File: config.mk
export PLATFORM = sky130hd
export DESIGN_NAME = atd_decode
export DESIGN_NICKNAME = d
export VERILOG_FILES = /design/src/atd_pkg.sv /design/src/atd_regs.sv /design/src/atd_decode.sv
export VERILOG_INCLUDE_DIRS = /design/src /design/src/src
export SDC_FILE = /design/constraint.sdc
export NUM_CORES = 1
export LEC_CHECK = 0
export BUFFER_PORTS_ARGS = -buffer_cell sky130_fd_sc_hd__buf_4
export CAP_MARGIN = 25
export CELL_PAD_IN_SITES_DETAIL_PLACEMENT = 1
export CELL_PAD_IN_SITES_GLOBAL_PLACEMENT = 2
export CORE_MARGIN = 2
export CORE_UTILIZATION = 38
export DETAILED_ROUTE_END_ITERATION = 12
export GPL_ROUTABILITY_DRIVEN = 0
export PLACE_DENSITY_LB_ADDON = 0.1
export SLEW_MARGIN = 20
export SYNTH_ARGS = -nofsm -noshare
export SYNTH_HDL_FRONTEND = slang
export SYNTH_SLANG_ARGS = --single-unit
export TNS_END_PERCENT = 100
File: constraint.sdc
create_clock -name ref_clk -period 7.1 [get_ports ref_clk]
set_input_delay 1.42 -clock ref_clk [delete_from_list [all_inputs] [get_ports ref_clk]]
set_output_delay 1.42 -clock ref_clk [all_outputs]
set_load 0.005 [all_outputs]
File: src/atd_params.svh
`ifndef ATD_PARAMS_SVH
`define ATD_PARAMS_SVH

// ----------------------------------------------------------------
// register map (byte addresses)
// ----------------------------------------------------------------
`define ATD_OFS_CTRL 4'h0
`define ATD_OFS_DPTR 4'h4
`define ATD_OFS_STAT 4'h8
`define ATD_OFS_BLKS 4'hC
`define ATD_CTRL_RUN 0
`define ATD_CTRL_RESP 1
`define ATD_CTRL_RST 1'h0
`define ATD_DPTR_RST 32'h0000_0000
`define ATD_STAT_BUSY 0
`define ATD_STAT_STOP 1
`define ATD_STAT_EXPIRED 2

// ----------------------------------------------------------------
// descriptor fields
// ----------------------------------------------------------------
`define ATD_CMD_HI 31
`define ATD_CMD_LO 28
`define ATD_KEY_HI 27
`define ATD_KEY_LO 25
`define ATD_CNT_HI 15
`define ATD_CNT_LO 0
`define ATD_DL_HI 15
`define ATD_DL_LO 0
`define ATD_CMD_MORE 4'h0
`define ATD_KEY_FRAG 3'h0
`define ATD_KEY_IMM 3'h2

// ----------------------------------------------------------------
// sizes and counts
// ----------------------------------------------------------------
`define ATD_FRAG_BYTES 32'h0000_0010
`define ATD_IMM_BYTES 32'h0000_0020
`define ATD_IMM_OFS 32'h0000_0010
`define ATD_QUAD_ADDR 32'h0000_0004
`define ATD_QUAD_BYTES 16'h0004
`define ATD_FRAG_BLKS 4'h1
`define ATD_IMM_BLKS 4'h2
`define ATD_LAST_HDR_QUAD 2'h3

`endif

File: src/atd_pkg.sv
package atd_pkg;

	typedef enum logic [2:0] {
		ATD_IDLE,
		ATD_HDR_RD,
		ATD_DECODE,
		ATD_DATA_RD,
		ATD_DATA_PUSH
	} atd_state_t;

	typedef enum logic [1:0] {
		ATD_KIND_NONE,
		ATD_KIND_FRAG,
		ATD_KIND_IMM
	} atd_kind_t;

endpackage

File: src/atd_regs.sv
`timescale 1ns/1ns
`default_nettype none
`include "atd_params.svh"

module atd_regs
	import atd_pkg::*;
(
	input wire logic ref_clk,
	input wire logic srst,
	input wire logic [3:0] avs_address,
	input wire logic avs_read,
	input wire logic avs_write,
	input wire logic [31:0] avs_writedata,
	output logic [31:0] avs_readdata,
	output logic avs_waitrequest,
	input wire logic busy,
	input wire logic stopped,
	input wire logic expired,
	input wire logic [31:0] cur_ptr,
	input wire logic [3:0] blocks,
	output logic start,
	output logic resp_ctx,
	output logic [31:0] start_ptr
);

	logic wait_r;
	logic [31:0] rdata_r;
	logic start_r;
	logic resp_r;
	logic [31:0] dptr_r;
	logic take;

	assign take = (avs_read | avs_write) & ~wait_r;
	assign avs_waitrequest = wait_r;
	assign avs_readdata = rdata_r;
	assign start = start_r;
	assign resp_ctx = resp_r;
	assign start_ptr = dptr_r;

	// ----------------------------------------------------------------
	// one wait cycle, then the answer
	// ----------------------------------------------------------------
	always_ff @(posedge ref_clk) begin
		if (srst) begin
			wait_r <= 1'b1;
		end else begin
			wait_r <= ~((avs_read | avs_write) & wait_r);
		end
	end

	always_ff @(posedge ref_clk) begin
		if (srst) begin
			rdata_r <= 32'h0000_0000;
		end else if ((avs_read | avs_write) & wait_r) begin
			unique case (avs_address)
				`ATD_OFS_CTRL: rdata_r <= {30'h0000_0000, resp_r, busy};
				`ATD_OFS_DPTR: rdata_r <= cur_ptr;
				`ATD_OFS_STAT: rdata_r <= {29'h0000_0000, expired, stopped, busy};
				`ATD_OFS_BLKS: rdata_r <= {28'h000_0000, blocks};
				default: rdata_r <= 32'h0000_0000;
			endcase
		end
	end

	// ----------------------------------------------------------------
	// writes take effect on the answering edge
	// ----------------------------------------------------------------
	always_ff @(posedge ref_clk) begin
		if (srst) begin
			start_r <= 1'b0;
			resp_r <= `ATD_CTRL_RST;
			dptr_r <= `ATD_DPTR_RST;
		end else begin
			start_r <= 1'b0;
			if (take & avs_write) begin
				if (avs_address == `ATD_OFS_CTRL) begin
					start_r <= avs_writedata[`ATD_CTRL_RUN];
					if (!busy) begin
						resp_r <= avs_writedata[`ATD_CTRL_RESP];
					end
				end
				if (avs_address == `ATD_OFS_DPTR && !busy) begin
					dptr_r <= avs_writedata;
				end
			end
		end
	end

endmodule
`default_nettype wire

File: src/atd_decode.sv
// Operation
// command 0 with type tag 0 is a buffer fragment descriptor
// software keeps the flow selector field at zero
// fragment: read request_byte_count bytes starting at buffer_pointer
// fragment bytes go into the owning context's transmit FIFO
// command 0 with type tag 2 is an inline-header descriptor
// inline header bytes start right after the first sixteen bytes
// software sets inline request_byte_count to eight or sixteen
// inline-header descriptor always advances the pointer by 32 bytes
// send_deadline used only in response context: seconds low 3, ticks 13
// response packet past its send_deadline is not transmitted
// inline header quadlets go into the owning context's FIFO
// software uses inline headers only for allowed packet kinds
// each inline-header descriptor counts as two 16-byte blocks
// software keeps a descriptor block within 128 bytes
// software aligns descriptors on 16-byte boundaries
// data is pushed in descriptor order
`timescale 1ns/1ns
`default_nettype none
`include "atd_params.svh"

module atd_decode
	import atd_pkg::*;
(
	input wire logic ref_clk,
	input wire logic srst,
	input wire logic [3:0] avs_address,
	input wire logic avs_read,
	input wire logic avs_write,
	input wire logic [31:0] avs_writedata,
	output logic [31:0] avs_readdata,
	output logic avs_waitrequest,
	output logic mem_rd_req,
	output logic [31:0] mem_rd_addr,
	input wire logic mem_rd_valid,
	input wire logic [31:0] mem_rd_data,
	output logic fifo_valid,
	output logic [31:0] fifo_data,
	output logic [2:0] fifo_bytes,
	output logic fifo_resp,
	input wire logic fifo_ready,
	input wire logic [6:0] timer_second_count,
	input wire logic [12:0] timer_cycle_tick
);

	atd_state_t state_r;
	atd_kind_t kind_r;
	logic [31:0] ptr_r;
	logic [31:0] next_ptr_r;
	logic [31:0] rd_addr_r;
	logic rd_req_r;
	logic [15:0] rem_r;
	logic [1:0] idx_r;
	logic [31:0] hdr_r [0:3];
	logic [3:0] blocks_r;
	logic skip_r;
	logic stop_r;
	logic expired_r;
	logic fvalid_r;
	logic [31:0] fdata_r;
	logic [2:0] fbytes_r;
	logic start;
	logic resp_ctx;
	logic [31:0] start_ptr;
	logic [3:0] cmd_w;
	logic [2:0] key_w;
	logic [15:0] cnt_w;
	logic [15:0] dl_w;
	logic [15:0] now_w;
	logic [15:0] late_w;
	logic is_frag;
	logic is_imm;
	logic passed;
	logic [2:0] word_bytes;
	logic last_word;

	atd_regs u_regs (
		.ref_clk(ref_clk),
		.srst(srst),
		.avs_address(avs_address),
		.avs_read(avs_read),
		.avs_write(avs_write),
		.avs_writedata(avs_writedata),
		.avs_readdata(avs_readdata),
		.avs_waitrequest(avs_waitrequest),
		.busy(state_r != ATD_IDLE),
		.stopped(stop_r),
		.expired(expired_r),
		.cur_ptr(ptr_r),
		.blocks(blocks_r),
		.start(start),
		.resp_ctx(resp_ctx),
		.start_ptr(start_ptr)
	);

	assign mem_rd_req = rd_req_r;
	assign mem_rd_addr = rd_addr_r;
	assign fifo_valid = fvalid_r;
	assign fifo_data = fdata_r;
	assign fifo_bytes = fbytes_r;
	assign fifo_resp = resp_ctx;

	// ----------------------------------------------------------------
	// descriptor field decode
	// ----------------------------------------------------------------
	assign cmd_w = hdr_r[0][`ATD_CMD_HI:`ATD_CMD_LO];
	assign key_w = hdr_r[0][`ATD_KEY_HI:`ATD_KEY_LO];
	assign cnt_w = hdr_r[0][`ATD_CNT_HI:`ATD_CNT_LO];
	assign dl_w = hdr_r[3][`ATD_DL_HI:`ATD_DL_LO];
	assign is_frag = (cmd_w == `ATD_CMD_MORE) && (key_w == `ATD_KEY_FRAG);
	assign is_imm = (cmd_w == `ATD_CMD_MORE) && (key_w == `ATD_KEY_IMM);
	// deadline is low seconds bits over the full tick count
	assign now_w = {timer_second_count[2:0], timer_cycle_tick};
	assign late_w = 16'(now_w - dl_w);
	// passed when now lies in the half range after the deadline
	assign passed = resp_ctx && (late_w != 16'h0000) && !late_w[15];
	assign word_bytes = (rem_r < `ATD_QUAD_BYTES) ? rem_r[2:0] : 3'h4;
	assign last_word = (rem_r <= `ATD_QUAD_BYTES);

	// ----------------------------------------------------------------
	// sequencer
	// ----------------------------------------------------------------
	always_ff @(posedge ref_clk) begin
		if (srst) begin
			state_r <= ATD_IDLE;
			idx_r <= 2'h0;
		end else begin
			unique case (state_r)
				ATD_IDLE: begin
					if (start) begin
						state_r <= ATD_HDR_RD;
						idx_r <= 2'h0;
					end
				end
				ATD_HDR_RD: begin
					if (mem_rd_valid) begin
						idx_r <= 2'(idx_r + 2'h1);
						if (idx_r == `ATD_LAST_HDR_QUAD) begin
							state_r <= ATD_DECODE;
						end
					end
				end
				ATD_DECODE: begin
					if (!is_frag && !is_imm) begin
						state_r <= ATD_IDLE;
					end else if (skip_r || (is_imm && passed) || cnt_w == 16'h0000) begin
						state_r <= ATD_HDR_RD;
					end else begin
						state_r <= ATD_DATA_RD;
					end
				end
				ATD_DATA_RD: begin
					if (mem_rd_valid) begin
						state_r <= ATD_DATA_PUSH;
					end
				end
				ATD_DATA_PUSH: begin
					// next word is read only after this one is taken
					if (fifo_ready) begin
						state_r <= last_word ? ATD_HDR_RD : ATD_DATA_RD;
					end
				end
			endcase
		end
	end

	// ----------------------------------------------------------------
	// host memory reads
	// ----------------------------------------------------------------
	always_ff @(posedge ref_clk) begin
		if (srst) begin
			rd_req_r <= 1'b0;
			rd_addr_r <= 32'h0000_0000;
		end else begin
			if (mem_rd_valid) begin
				rd_req_r <= 1'b0;
			end
			unique case (state_r)
				ATD_IDLE: begin
					if (start) begin
						rd_req_r <= 1'b1;
						rd_addr_r <= start_ptr;
					end
				end
				ATD_HDR_RD: begin
					if (mem_rd_valid && idx_r != `ATD_LAST_HDR_QUAD) begin
						rd_req_r <= 1'b1;
						rd_addr_r <= rd_addr_r + `ATD_QUAD_ADDR;
					end
				end
				ATD_DECODE: begin
					if (is_frag || is_imm) begin
						rd_req_r <= 1'b1;
						if (skip_r || (is_imm && passed) || cnt_w == 16'h0000) begin
							rd_addr_r <= is_imm ? ptr_r + `ATD_IMM_BYTES
								: ptr_r + `ATD_FRAG_BYTES;
						end else if (is_imm) begin
							rd_addr_r <= ptr_r + `ATD_IMM_OFS;
						end else begin
							rd_addr_r <= hdr_r[1];
						end
					end
				end
				ATD_DATA_RD: begin
				end
				ATD_DATA_PUSH: begin
					if (fifo_ready) begin
						rd_req_r <= 1'b1;
						rd_addr_r <= last_word ? next_ptr_r
							: rd_addr_r + `ATD_QUAD_ADDR;
					end
				end
			endcase
		end
	end

	// ----------------------------------------------------------------
	// descriptor capture and walk state
	// ----------------------------------------------------------------
	always_ff @(posedge ref_clk) begin
		if (state_r == ATD_HDR_RD && mem_rd_valid) begin
			hdr_r[idx_r] <= mem_rd_data;
		end
	end

	always_ff @(posedge ref_clk) begin
		if (srst) begin
			ptr_r <= 32'h0000_0000;
			next_ptr_r <= 32'h0000_0000;
			kind_r <= ATD_KIND_NONE;
			rem_r <= 16'h0000;
			blocks_r <= 4'h0;
			skip_r <= 1'b0;
			stop_r <= 1'b0;
			expired_r <= 1'b0;
		end else begin
			if (state_r == ATD_IDLE && start) begin
				ptr_r <= start_ptr;
				blocks_r <= 4'h0;
				skip_r <= 1'b0;
				stop_r <= 1'b0;
				expired_r <= 1'b0;
			end
			if (state_r == ATD_DECODE) begin
				if (!is_frag && !is_imm) begin
					stop_r <= 1'b1;
					kind_r <= ATD_KIND_NONE;
				end else if (is_imm) begin
					kind_r <= ATD_KIND_IMM;
					rem_r <= cnt_w;
					blocks_r <= 4'(blocks_r + `ATD_IMM_BLKS);
					next_ptr_r <= ptr_r + `ATD_IMM_BYTES;
					if (passed) begin
						skip_r <= 1'b1;
						expired_r <= 1'b1;
					end
				end else begin
					kind_r <= ATD_KIND_FRAG;
					rem_r <= cnt_w;
					blocks_r <= 4'(blocks_r + `ATD_FRAG_BLKS);
					next_ptr_r <= ptr_r + `ATD_FRAG_BYTES;
				end
				if ((is_frag || is_imm)
						&& (skip_r || (is_imm && passed) || cnt_w == 16'h0000)) begin
					ptr_r <= is_imm ? ptr_r + `ATD_IMM_BYTES
						: ptr_r + `ATD_FRAG_BYTES;
				end
			end
			if (state_r == ATD_DATA_PUSH && fifo_ready) begin
				rem_r <= 16'(rem_r - {13'h0000, word_bytes});
				if (last_word) begin
					ptr_r <= next_ptr_r;
				end
			end
		end
	end

	// ----------------------------------------------------------------
	// transmit FIFO output
	// ----------------------------------------------------------------
	always_ff @(posedge ref_clk) begin
		if (srst) begin
			fvalid_r <= 1'b0;
			fdata_r <= 32'h0000_0000;
			fbytes_r <= 3'h0;
		end else begin
			if (state_r == ATD_DATA_RD && mem_rd_valid) begin
				fvalid_r <= 1'b1;
				fdata_r <= mem_rd_data;
				fbytes_r <= word_bytes;
			end else if (state_r == ATD_DATA_PUSH && fifo_ready) begin
				fvalid_r <= 1'b0;
			end
		end
	end
endmodule
`default_nettype wire

==> impl_metrics.ini <==
[floorplan]
die-width_um = 206.8
start_util_pct = 38.37
io_pins = 197
dieArea_um2 = 42770
rows = 74
die_h_um = 206.8
core-area_um2 = 40740

[critical_path]
cp.required_ns = 7.54
r2r_cells = 13
cp-start-kind = input pin
crit_type = input pin to flip-flop
crit_path_end_kind = flip-flop
r2r_slack_ns = 2.65
r2r-start = hdr_r[3][0]
crit_start = timer_cycle_tick[0]
timing.critical_path.fanout_max = 21
cp.arrival_ns = 5.48
rr_endpoint = ptr_r[7]

[cells_and_area]
most-common-layout-cells = 316 x nand2_1, 228 x dfxtp_1, 228 x buf_4, 221 x nor2_1, 182 x a21oi_1
final_common_cell = nand2_1
nets = 2156
area_delta_synth_final_pct = 19.87
diodes = 0
drive_gt1_share_pct = 16.03
fin_area_um2 = 18740
final.fill_count = 4875

[power_and_ir_drop]
irDropWorstVdd_v = 0.0001852
switchingPower_mw = 0.8902
power.internal_mw = 2.954
power_frac_comb_pct = 4.1
p_leak_nw = 6.693
p_per_area_nw_per_um2 = 205.2
p_seq_share_pct = 45.5
power.share.clock_pct = 50.4
swShare_pct = 23.16

[timing]
period_share_pct = 70.90
hold_violations = 0
skew_ns = 0.01476
setup_viol = 0
worst_slew_pin_slew_ns = 1.041
rsz0062_at_grt = no
timing.fmax_mhz = 198.7
finalCriticalPeriod_ns = 5.034
tns_ns = 0
slew-limit-headroom_pct = 30.45
slew_viol_final = 0

[drt]
antenna_left = 0
drt-initial-drc-count = 1218
drt_first_pass_iters = 5
drc = 0
viasPerCell = 5.954
finalWirelength_um = 65590
wl_per_cell_um = 25.26
vias = 15460

[global_routing]
grt_max_degree = 70
grt_pass1_vias = 15430
grt.total_usage_pct = 30.55
grt_pass1_wl_um = 97000
antenna_found_initial = 0
gr-total-overflow = 0

[synth]
synth_top_area_share_pct = 29.20
synth_warnings = 0
synth_edf_count = 71
synth_seq_cells = 299
synth_cell_types = 86
synth_area_leaders = dfxtp_1 29%, edfxtp_1 14%, nand2_1 7.6%, a21oi_1 5.8%, nor2_1 5.4%
postSynth.asyncResetShare_pct = 0
syn_area_per_cell_um2 = 8.196
synth_top_area_cell = dfxtp_1
synth_flop_cell = dfxtp_1
netlist_area_um2 = 15630
ys_seq_area_share_pct = 42.84
synth_nets = 2026
synthCells = 1907

[clocking]
postCtsResizedCells = 0
post_cts_buffers = 0
cts_buffers = 36
cts-root-buf = clkbuf_16
path_clk_slew_ns = 0.06
clockBufferDepth = 3
clock_sinks = 299
cts_tree = yes
h-tree-depth = 2
clk_latency_ns = 0.56
ctsHoldBuffers = 0

[hold_path]
holdPathStages = 2
whs_endpoint = fifo_data[15]
hold_path.class = flip-flop to flip-flop
min_from = fifo_data[15]

[outcome]
status = completed

[place]
port_buffers = 192
placed_cell_area_um2 = 17500
place_hpwl_um = 48470

[job]
drv_cap = 0
layout make-up:
type	instances	area (um^2)	area share (%)
clock inverter	17	191.4	1.022
sequential	299	6696	35.74
multi-input combinational	1440	8274	44.16
tap	532	665.6	3.553
inverter	29	108.9	0.5810
timing repair buffer	231	1758	9.383
clock buffer	49	1041	5.556
cells by family after synthesis:
group	synth area share, %
AOI/OAI and AO/OA	20.53
and+or+nand+nor	24.06
DFF	42.84
adders and majority gates	2.049
buffers and inverters	4.499
other	0.02399
xor gates and xnor gates	4.091
muxes	1.905
critical path, stage by stage:
cell and delay [ns]:
buf_4 0.07, inv_1 0.03, ha_1 0.21, fa_1 0.40, nand2b_1 0.19, a211oi_2 0.31
a2111oi_0 0.11, nor4_1 0.33, nor4b_2 0.41, nand4_1 0.45, a41oi_4 0.66, buf_4 0.40
o21ai_0 0.15, o221ai_1 0.22, nand2_1 0.09
synthesized netlist by cell type, drive strengths merged (14+ instances only):
| master | instances |
|---|---|
| a211oi | 38 |
| nor2b | 14 |
| dfxtp | 228 |
| o21ai | 72 |
| a221oi | 18 |
| ha | 24 |
| xnor2 | 35 |
| mux2i | 23 |
| inv | 29 |
| xor2 | 38 |
| edfxtp | 71 |
| nand2 | 317 |
| clkbuf | 97 |
| a22oi | 39 |
| nor2 | 224 |
| nand3 | 71 |
| o211ai | 29 |
| nor4 | 24 |
| a21oi | 184 |
| and3 | 24 |
| nand4 | 21 |
| buf | 42 |
| nor3 | 50 |
| nand2b | 14 |
flip-flops by register name, summed over array words and instances, names as in the netlist:
register                cells
fifo_data                  32
hdr_r                      71
u_regs.avs_readdata        32
expired_r                   1
u_regs.resp_ctx             1
mem_rd_req                  1
fifo_valid                  1
fifo_bytes                  3
ptr_r                      32
u_regs.start_ptr           32
rem_r                      16
u_regs.avs_waitrequest      1
stop_r                      1
idx_r                       2
mem_rd_addr                32
next_ptr_r                 32
skip_r                      1
blocks_r                    4
state_r                     3
u_regs.start                1
how the worst max path moves through the flow:
stage	depth (start not counted)	to	slack, ns
3_3_place_gp	15	ptr_r[31]	1.69
6_report	15	ptr_r[7]	2.07
4_1_cts	15	ptr_r[7]	2.16
2_1_floorplan	13	mem_rd_addr[31]	2.83
5_1_grt	15	ptr_r[23]	1.75
3_5_place_dp	15	ptr_r[7]	1.61
power by group through the flow:
stage / registers, mW / clock network [mW] / logic, mW
after global routing: 1.75 / 2.04 / 0.172
final: 1.75 / 1.94 / 0.158
after floorplan: 1.78 / 0 / 0.0764
after global placement: 1.78 / 0 / 0.155
after CTS: 1.75 / 1.98 / 0.158
after detailed placement: 1.78 / 0 / 0.157
metrics by stage:
stage | worst slack [ns] | cells | hold WS, ns | total power, mW | utilization (%)
2_1_floorplan | 2.834 | 1907 | 0.4359 | 1.859 | -
3_3_place_gp | 1.687 | 2529 | 0.4430 | 1.939 | 42.88
3_5_place_dp | 1.611 | 2531 | 0.4474 | 1.942 | 42.96
4_1_cts | 2.158 | 2597 | 0.4554 | 3.881 | 45.99
5_1_grt | 1.749 | 2597 | 0.4727 | 3.961 | 45.99
6_report | 2.066 | 2597 | 0.4553 | 3.844 | 45.99
layer usage:
metal | GRT usage, % | share of wire [%]
met1 | 38.08 | 41
met2 | 51.78 | 48
met3 | 4.615 | 5.4
met4 | 14.72 | 5.0
met5 | 0 | 0
(Power assumes the default switching activity.)
